<file path="src/logic/prw_pkg.sv">
// Package holding constants for the program runaway watchdog
package prw_pkg;
   localparam logic [31:0] PRW_CTRL_ADDR = 32'h0000_0000;
   localparam logic [31:0] PRW_STAT_ADDR = 32'h0000_0004;
   localparam logic [31:0] PRW_MASK_ADDR = 32'h0000_0008;
   localparam logic [3:0] PRW_KEY = 4'h5;
   localparam logic [3:0] PRW_KEY_READ = 4'hF;
   localparam int PRW_CS_BIT = 7;
   localparam int PRW_ARMED_BIT = 8;
   localparam int PRW_SEL_BIT = 9;
   localparam int PRW_CNT_BIT = 10;
   localparam int PRW_IRQ_OVF_BIT = 0;
   localparam int PRW_IRQ_CLR_BIT = 1;
   localparam int PRW_IRQ_W = 2;
   localparam int PRW_RST_INSN_CYCLES = 4;
   localparam int PRW_CLK_PER_INSN_DEF = 4;
   localparam logic [1:0] PRW_RESP_OKAY = 2'h0;
   localparam logic [1:0] PRW_RESP_SLVERR = 2'h2;
endpackage

</file>
<file path="src/logic/prw_core.sv">
// One-bit watchdog counter with overflow and clear handling
`timescale 1ns/1ps
module prw_core (
   // Clock and reset
   input wire logic clk_i,
   input wire logic arst_n_i,
   // Control
   input wire logic armed_i,
   input wire logic tap_i,
   input wire logic clr_i,
   // State
   output logic cnt_o,
   output logic ovf_o
);
   logic tap_q;
   logic next_tap_q;
   logic next_cnt;
   logic next_ovf;
   logic tap_rise;

   always_comb begin
      next_tap_q = tap_i;
      tap_rise = tap_i & ~tap_q;
      next_cnt = cnt_o;
      next_ovf = 1'b0;
      if (!armed_i || clr_i) begin
         next_cnt = 1'b0;
      end else if (tap_rise) begin
         if (cnt_o) begin
            next_cnt = 1'b0;
            next_ovf = 1'b1;
         end else begin
            next_cnt = 1'b1;
         end
      end
   end

   always_ff @(posedge clk_i or negedge arst_n_i) begin
      if (!arst_n_i) begin
         tap_q <= 1'b0;
         cnt_o <= 1'b0;
         ovf_o <= 1'b0;
      end else begin
         tap_q <= next_tap_q;
         cnt_o <= next_cnt;
         ovf_o <= next_ovf;
      end
   end
endmodule

</file>
<file path="src/logic/prw_top.sv">
// Watchdog top: AXI4-Lite registers, source select, CPU reset pulse, interrupt
//
// Chosen here: the AXI4-Lite register port and the placing of the registers.
`timescale 1ns/1ps
module prw_top import prw_pkg::*; #(
   parameter int CLK_PER_INSN = PRW_CLK_PER_INSN_DEF
) (
   // Clock and reset
   input wire logic CLK_I,
   input wire logic ARST_N_I,
   // Source counters
   input wire logic TB_TAP_I,
   input wire logic TB_CLR_I,
   input wire logic PS_TAP_I,
   input wire logic PS_CLR_I,
   input wire logic LOW_POWER_I,
   // CPU reset and interrupt
   output logic CPU_RST_O,
   output logic IRQ_O,
   // AXI4-Lite write
   input wire logic AWVALID_I,
   output logic AWREADY_O,
   input wire logic [31:0] AWADDR_I,
   input wire logic WVALID_I,
   output logic WREADY_O,
   input wire logic [31:0] WDATA_I,
   input wire logic [3:0] WSTRB_I,
   output logic BVALID_O,
   input wire logic BREADY_I,
   output logic [1:0] BRESP_O,
   // AXI4-Lite read
   input wire logic ARVALID_I,
   output logic ARREADY_O,
   input wire logic [31:0] ARADDR_I,
   output logic RVALID_O,
   input wire logic RREADY_I,
   output logic [31:0] RDATA_O,
   output logic [1:0] RRESP_O
);
   localparam int RST_LEN = PRW_RST_INSN_CYCLES * CLK_PER_INSN;
   localparam int RW = $clog2(RST_LEN + 1);

   // Refused at elaboration: a pulse of zero cycles would never reach the CPU
   if (CLK_PER_INSN < 1) begin : g_bad_param
      $error("CLK_PER_INSN must be at least 1");
   end

   logic aw_held, w_held, armed, cs;
   logic [31:0] aw_addr, w_data;
   logic [3:0] w_strb;
   logic [PRW_IRQ_W-1:0] stat, mask;
   logic [RW-1:0] rst_cnt;
   logic next_aw_held, next_w_held, next_armed, next_cs;
   logic [31:0] next_aw_addr, next_w_data, next_rdata;
   logic [3:0] next_w_strb;
   logic [PRW_IRQ_W-1:0] next_stat, next_mask;
   logic [RW-1:0] next_rst_cnt;
   logic next_bvalid, next_rvalid, next_cpu_rst, next_irq;
   logic [1:0] next_bresp, next_rresp;
   logic wr_fire, rd_fire, key_wr, sw_clr, sel_tap, src_clr, wd_clr;
   logic wd_cnt, wd_ovf;

   // Clear and tap come from the same selected counter
   assign sel_tap = cs ? PS_TAP_I : TB_TAP_I;
   assign src_clr = cs ? PS_CLR_I : TB_CLR_I;
   assign wd_clr = sw_clr | src_clr | LOW_POWER_I;

   prw_core u_core (
      .clk_i(CLK_I),
      .arst_n_i(ARST_N_I),
      .armed_i(armed),
      .tap_i(sel_tap),
      .clr_i(wd_clr),
      .cnt_o(wd_cnt),
      .ovf_o(wd_ovf)
   );

   always_comb begin
      next_aw_held = aw_held;
      next_aw_addr = aw_addr;
      next_w_held = w_held;
      next_w_data = w_data;
      next_w_strb = w_strb;
      next_bvalid = BVALID_O;
      next_bresp = BRESP_O;
      next_rvalid = RVALID_O;
      next_rresp = RRESP_O;
      next_rdata = RDATA_O;
      next_armed = armed;
      next_cs = cs;
      next_mask = mask;
      next_stat = stat;
      key_wr = 1'b0;
      sw_clr = 1'b0;
      if (AWVALID_I && AWREADY_O) begin
         next_aw_held = 1'b1;
         next_aw_addr = AWADDR_I;
      end
      if (WVALID_I && WREADY_O) begin
         next_w_held = 1'b1;
         next_w_data = WDATA_I;
         next_w_strb = WSTRB_I;
      end
      wr_fire = aw_held && w_held && !BVALID_O;
      if (wr_fire) begin
         next_aw_held = 1'b0;
         next_w_held = 1'b0;
         next_bvalid = 1'b1;
         next_bresp = PRW_RESP_OKAY;
         if (aw_addr == PRW_CTRL_ADDR) begin
            // Only bits 7 and 3:0 matter; bits 6:4 are dropped
            key_wr = w_strb[0] && (w_data[3:0] == PRW_KEY);
            if (key_wr) begin
               next_cs = armed ? cs : w_data[PRW_CS_BIT];
               next_armed = 1'b1;
               sw_clr = armed;
            end
         end else if (aw_addr == PRW_MASK_ADDR) begin
            if (w_strb[0]) begin
               next_mask = w_data[PRW_IRQ_W-1:0];
            end
         end else if (aw_addr != PRW_STAT_ADDR) begin
            next_bresp = PRW_RESP_SLVERR;
         end
      end
      if (BVALID_O && BREADY_I) begin
         next_bvalid = 1'b0;
      end
      rd_fire = ARVALID_I && ARREADY_O;
      if (rd_fire) begin
         next_rvalid = 1'b1;
         next_rresp = PRW_RESP_OKAY;
         next_rdata = 32'h0000_0000;
         unique case (ARADDR_I)
            PRW_CTRL_ADDR: begin
               next_rdata[3:0] = PRW_KEY_READ;
               next_rdata[PRW_CS_BIT] = cs;
               next_rdata[PRW_ARMED_BIT] = armed;
               next_rdata[PRW_SEL_BIT] = sel_tap;
               next_rdata[PRW_CNT_BIT] = wd_cnt;
            end
            PRW_STAT_ADDR: begin
               next_rdata[PRW_IRQ_W-1:0] = stat;
               next_stat = '0;
            end
            PRW_MASK_ADDR: next_rdata[PRW_IRQ_W-1:0] = mask;
            default: next_rresp = PRW_RESP_SLVERR;
         endcase
      end
      if (RVALID_O && RREADY_I) begin
         next_rvalid = 1'b0;
      end
      // Events set after the read clear so none is lost
      if (wd_ovf) begin
         next_stat[PRW_IRQ_OVF_BIT] = 1'b1;
      end
      if (wd_clr && armed) begin
         next_stat[PRW_IRQ_CLR_BIT] = 1'b1;
      end
      next_irq = |(next_stat & next_mask);
   end

   // Reset pulse stretcher, restarted by any new overflow
   always_comb begin
      next_rst_cnt = rst_cnt;
      if (wd_ovf) begin
         next_rst_cnt = RW'(RST_LEN);
      end else if (rst_cnt != '0) begin
         next_rst_cnt = rst_cnt - RW'(1);
      end
      next_cpu_rst = (next_rst_cnt != '0);
   end

   always_ff @(posedge CLK_I or negedge ARST_N_I) begin
      if (!ARST_N_I) begin
         aw_held <= 1'b0;
         aw_addr <= 32'h0000_0000;
         w_held <= 1'b0;
         w_data <= 32'h0000_0000;
         w_strb <= 4'h0;
         BVALID_O <= 1'b0;
         BRESP_O <= 2'h0;
         RVALID_O <= 1'b0;
         RRESP_O <= 2'h0;
         RDATA_O <= 32'h0000_0000;
         AWREADY_O <= 1'b0;
         WREADY_O <= 1'b0;
         ARREADY_O <= 1'b0;
         armed <= 1'b0;
         cs <= 1'b0;
         stat <= '0;
         mask <= '0;
         IRQ_O <= 1'b0;
         rst_cnt <= '0;
         CPU_RST_O <= 1'b0;
      end else begin
         aw_held <= next_aw_held;
         aw_addr <= next_aw_addr;
         w_held <= next_w_held;
         w_data <= next_w_data;
         w_strb <= next_w_strb;
         BVALID_O <= next_bvalid;
         BRESP_O <= next_bresp;
         RVALID_O <= next_rvalid;
         RRESP_O <= next_rresp;
         RDATA_O <= next_rdata;
         // Ready only while the holding slot will be empty next cycle
         AWREADY_O <= !next_aw_held;
         WREADY_O <= !next_w_held;
         ARREADY_O <= !next_rvalid && !(ARVALID_I && ARREADY_O);
         armed <= next_armed;
         cs <= next_cs;
         stat <= next_stat;
         mask <= next_mask;
         IRQ_O <= next_irq;
         rst_cnt <= next_rst_cnt;
         CPU_RST_O <= next_cpu_rst;
      end
   end
endmodule

</file>
<file path="config.mk">
export PLATFORM = sky130hd
export DESIGN_NAME = prw_top
export DESIGN_NICKNAME = d
export VERILOG_FILES = /design/src/logic/prw_pkg.sv /design/src/logic/prw_core.sv /design/src/logic/prw_top.sv
export SDC_FILE = /design/constraint.sdc
export NUM_CORES = 1
export LEC_CHECK = 0
export ABC_AREA = 1
export BUFFER_PORTS_ARGS = -buffer_cell sky130_fd_sc_hd__buf_2
export CORE_MARGIN = 2
export CORE_UTILIZATION = 47
export CTS_BUF_LIST = sky130_fd_sc_hd__clkbuf_4 sky130_fd_sc_hd__clkbuf_8 sky130_fd_sc_hd__clkbuf_16
export CTS_CLUSTER_SIZE = 30
export DETAILED_ROUTE_END_ITERATION = 12
export PLACE_DENSITY = 0.8
export SLEW_MARGIN = 20
export SYNTH_ARGS = -nofsm -noshare
export SYNTH_HDL_FRONTEND = slang
export SYNTH_HIERARCHICAL = 1
export SYNTH_SLANG_ARGS = --single-unit
</file>
<file path="constraint.sdc">
create_clock -name CLK_I -period 1.6 [get_ports CLK_I]
set_input_delay 0.32 -clock CLK_I [delete_from_list [all_inputs] [get_ports CLK_I]]
set_output_delay 0.32 -clock CLK_I [all_outputs]
set_load 0.01 [all_outputs]
</file>
=== Yosys cells after proc, flatten, opt, wreduce, memory -nomap -nowiden ===
Cells that the tools add are included.

* Input bits: 112
* Logic and storage cells: 98
* Flip-flop bits (word level): 76

* Reduce and logical (&&, ||, !) cells: 27
* Bitwise gates (word level): 6
* Multiplexer cells: 36
* Add/sub/neg operators: 1
* Equal/unequal tests: 5

{| class="wikitable"
|+ Operators with widths
! cell !! number
|-
| $eq A32 B4 Y1 const B || 2
|-
| $logic_not A32 Y1 || 2
|-
| $eq A32 B3 Y1 const B || 1
|-
| $ne A32 B3 Y1 const B || 1
|-
| $mux W2 || 11
|-
| $mux W1 || 21
|-
| $logic_and A1 B1 Y1 || 10
|-
| $mux W5 || 2
|-
| $reduce_bool A5 Y1 || 2
|-
| $logic_not A1 Y1 || 6
|-
| $pmux W2 S3 || 1
|-
| $sub A5 B1 Y5 const B || 1
|-
| $eq A4 B3 Y1 const B || 1
|-
| $mux W4 || 1
|-
| $reduce_and A4 Y1 || 1
|-
| $reduce_bool A2 Y1 || 2
|-
| $reduce_and A3 Y1 || 1
|-
| $reduce_or A3 Y1 || 1
|-
| $and A2 B2 Y2 || 1
|-
| $not A1 Y1 || 2
|-
| $or A1 B1 Y1 || 2
|-
| $reduce_or A2 Y1 || 1
|-
| $and A1 B1 Y1 || 1
|-
| $logic_or A1 B1 Y1 || 1
|}

=== Longest topological paths before layout ===
Gate-level depths: netlist (run 1).

* Depth in word-level cells: 11
* Depth in mapped cells: 12
* Depth with buffers taken out: 12

=== Modules after synthesis ===
The synthesis (run 1) kept the hierarchy.

{| class="wikitable"
|+ Modules (own cells, without submodules)
! module !! area an instance (um^2) !! cells each !! times used
|-
| prw_top || 3326.9 || 423 || 1
|-
| prw_core || 117.6 || 11 || 1
|}

=== Least setup slack after synthesis (run 1) ===
Ideal clock, no wire load.

* Path type: flip-flop to flip-flop
* Start: register rst_cnt[0]
* End: register CPU_RST_O
* Data arrival time: 1.229 ns
* Period minus slack after synthesis: 1.358 ns
* Setup slack: 0.242 ns
* Buffers on the path: 0
* Setup time: 0.129 ns
* Cell stages (with the launch flop): 10
* Cell sequence: dfrtp_1 inv_1 ha_1 nand2_1 nor2_1 inv_1 nand3_1 inv_1 nor3_1 nand3b_1

* Longest elaborated chain between the ends: 4
* Elaborated cells on any way between the ends: 5

{| class="wikitable"
|+ Ends and longest elaborated chain
! item !! RTL line !! RTL
|-
| from (decl) || prw_top.sv:52 || <nowiki>logic [RW-1:0] rst_cnt;</nowiki>
|-
| from (signal assigned) || prw_top.sv:216 || <nowiki>rst_cnt <= next_rst_cnt;</nowiki>
|-
| $sub A5 B1 Y5 / $reduce_bool A5 Y1 (equally long branches) || prw_top.sv:169, prw_top.sv:168 ||
|-
| $mux W5 (*) || prw_top.sv:168 || <nowiki>end else if (rst_cnt != '0) begin</nowiki>
|-
| $mux W5 (*) || prw_top.sv:166 || <nowiki>if (wd_ovf) begin</nowiki>
|-
| net next_rst_cnt[3] || prw_top.sv:57 || <nowiki>logic [RW-1:0] next_rst_cnt;</nowiki>
|-
| $reduce_bool A5 Y1 (*) || prw_top.sv:171 || <nowiki>next_cpu_rst = (next_rst_cnt != '0);</nowiki>
|-
| net next_cpu_rst || prw_top.sv:58 || <nowiki>logic next_bvalid, next_rvalid, next_cpu_rst, next_irq;</nowiki>
|-
| to (signal assigned) || prw_top.sv:217 || <nowiki>CPU_RST_O <= next_cpu_rst;</nowiki>
|-
| to (decl) || prw_top.sv:18 || <nowiki>output logic CPU_RST_O,</nowiki>
|}

Mark *: on every way through the listed nets, which the timed path passes. The rest lies on a longest branch.
A chain may end at the register's enable or synchronous reset.

=== Final worst setup path (run 1) ===
Ends and elaborated chain as after synthesis.

==> results_dict.tcl, run 1 <==
set metrics [dict create \
    dp_hpwl_um 5040 \
    dieArea_mm2 0.00803 \
    place_area_mm2 0.00398 \
    p_leak_nw 2.39 \
    initial_core_util 0.480 \
    cts_buffers 9 \
    fin_skew_ps 8.24 \
    hold_buffers 0 \
    period_share 0.935 \
    drt_pass1_iterations 4 \
    rr_startpoint "rst_cnt[0]" \
    power.density_mw_per_mm2 1370 \
    path_clk_slew_ps 80 \
    finalWorstSetupSlack_ps 104 \
    path_delay_family "simple AND/OR/NAND/NOR gates" \
    grt_pass1_vias 2729 \
    design_area_mm2 0.00424 \
    critical_path_depth 9 \
    vias 2916 \
    synthDistinctLibCells 32 \
    die_width_um 89.6 \
    hold_ws_ps -32.8 \
    min_path_type "in -> async" \
    wl_per_cell_um 10.5 \
    die_h_um 89.6 \
    row_count 31 \
    cts_tree "built" \
    grt_use_total 0.180 \
    coreArea_mm2 0.00718 \
    worst_path_most_repeated_cell "inv_1" \
    vdd_ir_drop_max_uv 822 \
    ys_ff_latch 70 \
    slowest_stage "dfrtp_1" \
    area_growth_pct 23.2 \
    synthCells 434 \
    cp-endpoint "CPU_RST_O" \
    gp_congestion 0.754 \
    startpoint_type "flip-flop" \
    vias_per_cell 4.51 \
    drc 0 \
    io_buffers 98 \
    hold_viol 14 \
    r2r_setup_slack_ps 100 \
    crit_start "rst_cnt[0]" \
    wl_um 6800 \
    violations "negative hold slack" \
    max_cap_viol_count 0 \
    synth-async-reset-ratio 1.00 \
    slowest_delay_ps 380 \
    timing.fmax_ghz 0.668 \
    crit_buf_inv 3 \
    grt_pass1_wl_um 11200 \
    arrival_ps 1720 \
    synth_area_leader_cell "dfrtp_1" \
    antenna_found_initial 0 \
    crit_chain "inv_1 > ha_2 > nand2_1 > nor2_4 > inv_1 > nand3_1 > inv_1 > nor3_1 > nand3b_1" \
    setup_viol 0 \
    cts_max_level 3 \
    cts_sinks 70 \
    ys_seq_area_frac 0.509 \
    layout-drive-gt1-share 0.300 \
    pre_cts_ws_ps 36.8 \
    ios 155 \
    fillerInstances 655 \
    cp.required_ps 1830 \
    fin_crit_ps 1500 \
    num_antenna_cells 0 \
    path_class "reg -> reg" \
    outcome "complete, but fails checks" \
    slew_viol_final 0 \
    overflow 0 \
    nNetsFinal 655 \
    crit_fanout 4 \
    grt_max_degree 71 \
    avgSynthCellArea_um2 7.94 \
    yosys_warnings 6 \
    clk_latency_ps 340 \
    root_buffer "clkbuf_8" \
    synth_flop_cell "dfrtp_1" \
    rr_worst_depth 9 \
    rr_endpoint "CPU_RST_O" \
    synth_area_mm2 0.00344 \
    synth_top_area_share 0.509 \
    synth_area_leaders "dfrtp_1, nand2_1, buf_4, nor2_1, inv_1" \
    ctsLongestPathBuffers 2 \
    cp-end-kind "flip-flop" \
    antenna_left 0 \
    dr.first_iter.drc_count 106 \
    synth_edf_count 0 \
]
## final cells by class
class	count	area (um^2)	share of cell area
Clock buffer	12	153	0.0360
Clock inverter	4	70.1	0.0165
Inverter	42	158	0.0372
Multi-Input combinational cell	314	1430	0.337
Sequential cell	70	1750	0.413
Tap cell	99	124	0.0292
Timing Repair Buffer	105	556	0.131
## worst min path at each step
stage,cells after the start,slack [ps],to,startpoint
after floorplan,0,20,ARREADY_O,ARST_N_I
after detailed placement,2,370,rst_cnt[2],ARST_N_I
after global routing,2,20,rst_cnt[2],ARST_N_I
after CTS,2,3,rst_cnt[2],ARST_N_I
final,2,-30,rst_cnt[2],ARST_N_I
after global placement,2,370,rst_cnt[2],ARST_N_I
## metrics by stage
step / std cells / util / total power [mW] / TNS (ps) / hold slack [ps]
after global routing: 646 / 0.591 / 6.27 / -35.2 / 16.9
after detailed placement: 628 / 0.554 / 4.23 / 0 / 373
after floorplan: 459 / - / 3.75 / 0 / 24.4
after CTS: 644 / 0.585 / 5.83 / 0 / 3.37
after global placement: 628 / 0.554 / 4.15 / 0 / 369
final: 646 / 0.591 / 5.81 / 0 / -32.8
## metal layers
metal | vias to the layer above | part of all wire | track usage
met3 | 13 | 0.059 | 0.0366
met2 | 98 | 0.50 | 0.328
met4 | 0 | 0.017 | 0.0733
met5 | - | 0 | 0
met1 | 1316 | 0.42 | 0.204
li1 | 1489 | - | -
## Yosys cell counts (2+ instances only)
library cell	n
nand2_1	163
a21oi_1	7
o21ai_2	2
dfrtp_1	70
clkbuf_1	6
nand2_2	9
o21ai_0	19
inv_1	35
nor2_2	5
nand3_1	11
nor2_1	47
nand3_2	2
nor3_2	2
buf_4	27
inv_2	6
nor2_4	3
nor3_1	5
## cell families after synthesis
| kind of cell | count (synthesis) | share of synthesized area |
|---|---|---|
| adders and majority gates | 1 | 0.00363 |
| and+or+nand+nor | 253 | 0.319 |
| DFF | 70 | 0.509 |
| AOI/OAI and AO/OA | 32 | 0.0519 |
| buffers and inverters | 75 | 0.111 |
| other | 1 | 0.00109 |
| xor gates and xnor gates | 2 | 0.00509 |
## power breakdown
part	switching (mW)	leakage (nW)	internal, mW
sequential	0.314	0.884	2.33
clock	0.633	0.117	0.951
combinational	0.976	1.39	0.599
## cell usage in the layout, fill, tap and decap left out, types with 2 or more instances in the layout
| cell | count |
|---|---|
| buf_2 | 98 |
| nor2_4 | 4 |
| inv_2 | 6 |
| nand3_2 | 2 |
| nor2_2 | 9 |
| conb_1 | 26 |
| nor2_1 | 42 |
| o21ai_0 | 19 |
| clkbuf_8 | 10 |
| nand2_2 | 12 |
| nor3_1 | 5 |
| nand2_1 | 160 |
| inv_1 | 35 |
| o21ai_2 | 2 |
| a21oi_1 | 7 |
| dfrtp_1 | 70 |
| bufinv_16 | 2 |
| nand3_1 | 11 |
| buf_4 | 6 |
| nor3_2 | 2 |
| clkinv_2 | 2 |
| clkbuf_4 | 2 |
## registers in the layout, summed over array words and instances (netlist names), 2 cells and up
register	count
RDATA_O	7
aw_addr	32
mask	2
rst_cnt	5
stat	2
w_data	5
## repair_timing
action,in CTS,in global routing
setup buffers,0,2
resized for setup,0,10
endpoints found under the setup margin,0,3
(Power assumes the default switching activity.)
==> run 2: changes to the inputs <==
CELL_PAD_IN_SITES_DETAIL_PLACEMENT = 0   (was unset)
CELL_PAD_IN_SITES_GLOBAL_PLACEMENT = 1   (was unset)
CORE_UTILIZATION = 33   (was 47)
PLACE_DENSITY = unset   (was 0.8)
PLACE_DENSITY_LB_ADDON = 0.1   (was unset)
==> run 2 against run 1 <==
The run still ends with negative hold slack left; clock skew rose by 4.8 ps; cell count rose by 5.9%; sequential share of layout area fell by 0.79 points; setup slack improved by 47 ps; non-clock buffer count rose by 1; sequential cell count did not move; global-route usage fell by 3.9 points; maximum frequency rose by 3.2%; hold slack improved by 23 ps; wire length rose by 6.3%; count of clock-buffer cells in the layout did not move.
==> results_dict.tcl, run 2 (synthesized netlist as in run 1, its figures left out) <==
set metrics [dict create \
    outcome "complete, but fails checks" \
    violations "negative hold slack" \
    clk_latency_ps 340 \
    rsz0062_at_grt "no" \
    setup_viol 0 \
    dp_hpwl_um 5350 \
    max_cap_viol_count 0 \
    vias_per_cell 4.21 \
    p_seq_frac 0.443 \
    slew_viol_final 0 \
    cts_buffers 9 \
    grt_pass1_wl_um 12700 \
    num_antenna_cells 0 \
    die_h_um 106 \
    coreArea_mm2 0.0102 \
    met3WireLength_um 357 \
    dr.first_iter.drc_count 69 \
    finalWorstSetupSlack_ps 151 \
    cts_max_level 3 \
    path_class "reg -> reg" \
    grt_use_total 0.140 \
    routed-wl-met2_um 3670 \
    total_power_mw 6.00 \
    regMostFlops "aw_addr" \
    wl_um 7240 \
    startpoint_type "flip-flop" \
    cp.required_ps 1870 \
    wl_per_cell_um 10.6 \
    ctsLongestPathBuffers 2 \
    nNetsFinal 656 \
    period_share 0.906 \
    vias 2882 \
    power.density_mw_per_mm2 1390 \
    place_area_mm2 0.00403 \
    comb_power_share 0.269 \
    grt_max_degree 71 \
    min_path_type "in -> async" \
    fin_crit_ps 1450 \
    slowest_delay_ps 390 \
    crit_buf_inv 0 \
    intPower_mw 4.04 \
    top_layer "met4" \
    arrival_ps 1720 \
    cts_sinks 70 \
    cts_tree "built" \
    hold_viol 8 \
    root_buffer "clkbuf_8" \
    p_leak_nw 2.40 \
    slowest_stage "dfrtp_1" \
    finalSetupTns_ps 0 \
    worst_path_most_repeated_cell "nand2_2" \
    antenna_left 0 \
    grt_pass1_vias 2861 \
    drt_pass1_iterations 4 \
    hold_buffers 0 \
    design_area_mm2 0.00433 \
    fillerInstances 1117 \
    vdd_ir_drop_max_uv 536 \
    layout-drive-gt1-share 0.305 \
    gp_congestion 0.735 \
    timing.fmax_ghz 0.690 \
    ios 155 \
    pre_cts_ws_ps 69.4 \
    largest_reg_flops 32 \
    dieArea_mm2 0.0113 \
    reg.largest.list "aw_addr: 32 flops, RDATA_O: 7 flops" \
    clockPowerShare 0.288 \
    crit_chain "nor2_2 > nand2_1 > nor2_1 > nand2_2 > nor2_4 > nand3_1 > nand2_2 > nand2_2 > nand2_2 > nand2_1 > nand2_1" \
    io_buffers 98 \
    hold_ws_ps -10.2 \
    row_count 37 \
    initial_core_util 0.337 \
    die_width_um 106 \
    layout_common_cells "nand2_1, buf_2, dfrtp_1" \
    antenna_found_initial 0 \
    final_common_cell "nand2_1" \
    switching_share 0.326 \
    fin_skew_ps 13.1 \
    path_delay_family "simple AND/OR/NAND/NOR gates" \
    crit_fanout 3 \
    path_clk_slew_ps 70 \
    drc 0 \
    area_growth_pct 25.6 \
    cp-end-kind "flip-flop" \
    p_sw_mw 1.96 \
    detail_route.wirelength.met1_um 3130 \
    overflow 0 \
]
-- run 2: changes by cell type in the layout (fill, tap and decap cells not counted) --
cell and change:
buf_4 +1, bufinv_16 +1, clkbuf_4 +1, nor3_2 +2, nor3_1 -2, clkinv_2 -1
clkbuf_8 -1
-- run 2: power by group through the flow --
stage               sequential, mW  clock (mW)  combinational [mW]
detailed placement            2.68           0                1.60
global placement              2.67           0                1.57
global route                  2.74        1.88                1.92
CTS                           2.65        1.80                1.61
floorplan                     2.64           0                1.11
finish                        2.66        1.73                1.61
-- run 2: timing repair --
action,CTS,global route
resized for setup,0,12
endpoints found under the setup margin,0,4
setup buffers,0,2
-- run 2: layer usage --
| metal | GRT usage | up-vias |
|---|---|---|
| met5 | 0 | - |
| met4 | 0.0479 | 0 |
| met3 | 0.0423 | 5 |
| met2 | 0.242 | 62 |
| met1 | 0.167 | 1320 |
| li1 | - | 1495 |
-- run 2: path summary, 6_finish.rpt --
check	from	end	slack, ps	cells past startpoint
setup / recovery	aw_addr[30]	IRQ_O	150	11
hold / removal	ARST_N_I	RVALID_O	-10	2
setup reg to reg	aw_addr[30]	IRQ_O	150	11
hold reg to reg	RVALID_O	RVALID_O	470	1
max in group asynchronous	ARST_N_I	aw_addr[15]	1300	2
min in group CLK_I	BREADY_I	BVALID_O	160	2
-- run 2: stage by stage --
step                std cells  hold WS, ps  utilization
global placement          666          382        0.394
CTS                       682         3.15        0.418
global route              684         8.01        0.423
floorplan                 459         24.4            -
detailed placement        666          380        0.394
finish                    684        -10.2        0.423
-- run 2: worst reg2reg max path, stage by stage, from the launching register on --
cell	delay [ps]
dfrtp_1	390
nor2_2	120
nand2_1	80
nor2_1	140
nand2_2	90
nor2_4	150
nand3_1	110
nand2_2	100
nand2_2	50
nand2_2	60
nand2_1	40
nand2_1	70
-- run 2: final cells by class --
type,instances,area [um^2],share of cell area
inverters,42,158,0.0364
clock inverters,4,95.1,0.0220
well taps,136,170,0.0393
flip-flops and latches,70,1750,0.405
clock buffers,12,146,0.0338
repair buffers,106,563,0.130
multi-input cells,314,1440,0.333
==> run 3: changes to the inputs <==
CTS_BUF_LIST = unset   (was sky130_fd_sc_hd__clkbuf_4 sky130_fd_sc_hd__clkbuf_8 sky130_fd_sc_hd__clkbuf_16)
==> run 3 against run 2 <==
The flow still finishes with violations (negative hold slack); die area stayed put; hold slack worse by 2.8 ps; clock power down 3%; via count down 0.17%; critical path depth stayed put; critical path type unchanged; highest routed layer unchanged; cell count is the same.
==> results_dict.tcl, run 3 (synthesized netlist as in run 1, its figures left out) <==
set metrics [dict create \
    outcome "complete, but fails checks" \
    hold_ws_ps -13.0 \
    ios 155 \
    power.density_mw_per_mm2 1380 \
    crit_fanout 3 \
    row_count 37 \
    reg.largest.list "aw_addr: 32 flops, RDATA_O: 7 flops" \
    layout-drive-gt1-share 0.297 \
    vias 2877 \
    hold_viol 8 \
    cts_sinks 70 \
    antenna_left 0 \
    io_buffers 98 \
    startpoint_type "flip-flop" \
    crit_chain "nor2_2 > nand2_1 > nor2_1 > nand2_2 > nor2_4 > nand3_1 > nand2_2 > nand2_2 > nand2_2 > nand2_1 > nand2_1" \
    coreArea_mm2 0.0102 \
    rr_worst_depth 11 \
    grt_max_degree 71 \
    overflow 0 \
    timing.fmax_ghz 0.692 \
    gp_congestion 0.735 \
    setup_viol 0 \
    die_width_um 106 \
    fin_skew_ps 12.7 \
    die_h_um 106 \
    dr.first_iter.drc_count 84 \
    grt_use_total 0.141 \
    pre_cts_ws_ps 69.4 \
    period_share 0.903 \
    dp_hpwl_um 5350 \
    largest_reg_flops 32 \
    wl_per_cell_um 10.5 \
    fin_crit_ps 1450 \
    min_path_type "in -> async" \
    grt_pass1_wl_um 12700 \
    num_antenna_cells 0 \
    violations "negative hold slack" \
    cts_max_level 3 \
    total_power_mw 5.94 \
    vias_per_cell 4.21 \
    worst_path_most_repeated_cell "nand2_2" \
    slowest_stage "dfrtp_1" \
    root_buffer "clkbuf_8" \
    grt_pass1_vias 2856 \
    max_cap_viol_count 0 \
    drc 0 \
    path_clk_slew_ps 80 \
    cp.required_ps 1880 \
    initial_core_util 0.337 \
    p_leak_nw 2.39 \
    drt_pass1_iterations 4 \
    vdd_ir_drop_max_uv 535 \
    slew_viol_final 0 \
    hold_buffers 0 \
    rsz0062_at_grt "no" \
    finalSetupTns_ps 0 \
    dieArea_mm2 0.0113 \
    area_growth_pct 25.1 \
    arrival_ps 1720 \
    slowest_delay_ps 390 \
    cts_buffers 9 \
    final_common_cell "nand2_1" \
    antenna_found_initial 0 \
    path_class "reg -> reg" \
    clk_latency_ps 340 \
    wl_um 7210 \
    layout_common_cells "nand2_1, buf_2, dfrtp_1" \
    cp-end-kind "flip-flop" \
    finalWorstSetupSlack_ps 155 \
    ctsLongestPathBuffers 2 \
    nNetsFinal 656 \
    cts_tree "built" \
    regMostFlops "aw_addr" \
]
[run 3: path summary, 6_finish.rpt]
check	start	slack (ps)	end
worst min-delay path	ARST_N_I	-10	RVALID_O
min in group CLK_I	BREADY_I	160	BVALID_O
worst max-delay path	aw_addr[30]	150	IRQ_O
worst max register to register	aw_addr[30]	150	IRQ_O
max in group asynchronous	ARST_N_I	1300	aw_addr[15]
worst min register to register	RVALID_O	470	RVALID_O
[run 3: power breakdown]
part / internal, mW / switching (mW)
sequential: 2.33 / 0.321
clock: 1.04 / 0.645
combinational: 0.621 / 0.985
[run 3: stage by stage]
step / cell area (um^2) / util / instances
floorplan: 3540 / - / 459
global placement: 4030 / 0.394 / 666
detailed placement: 4030 / 0.394 / 666
CTS: 4260 / 0.417 / 682
global route: 4310 / 0.421 / 684
finish: 4310 / 0.421 / 684
[run 3: layout make-up]
cell class              count  area, um^2
clock buffers              12         135
clock inverters             4        95.1
fillers                  1114        5920
inverters                  42         158
multi-input cells         314        1440
flip-flops and latches     70        1750
well taps                 136         170
repair buffers            106         563
[run 3: repair_timing]
action | 4_1_cts | 5_1_grt
buffers inserted | 0 | 2
endpoints found under the setup margin | 0 | 4
resized for setup | 0 | 11
[run 3: metal layers]
layer  share of wire  global-route usage
met4           0.015              0.0479
met3           0.053              0.0423
met5               0                   0
met2            0.51               0.242
met1            0.43               0.167
[run 3: critical path: cells and delay by family (launching register included)]
kind | cells | cell delay (ps)
flops | 1 | 390
simple gates | 11 | 990
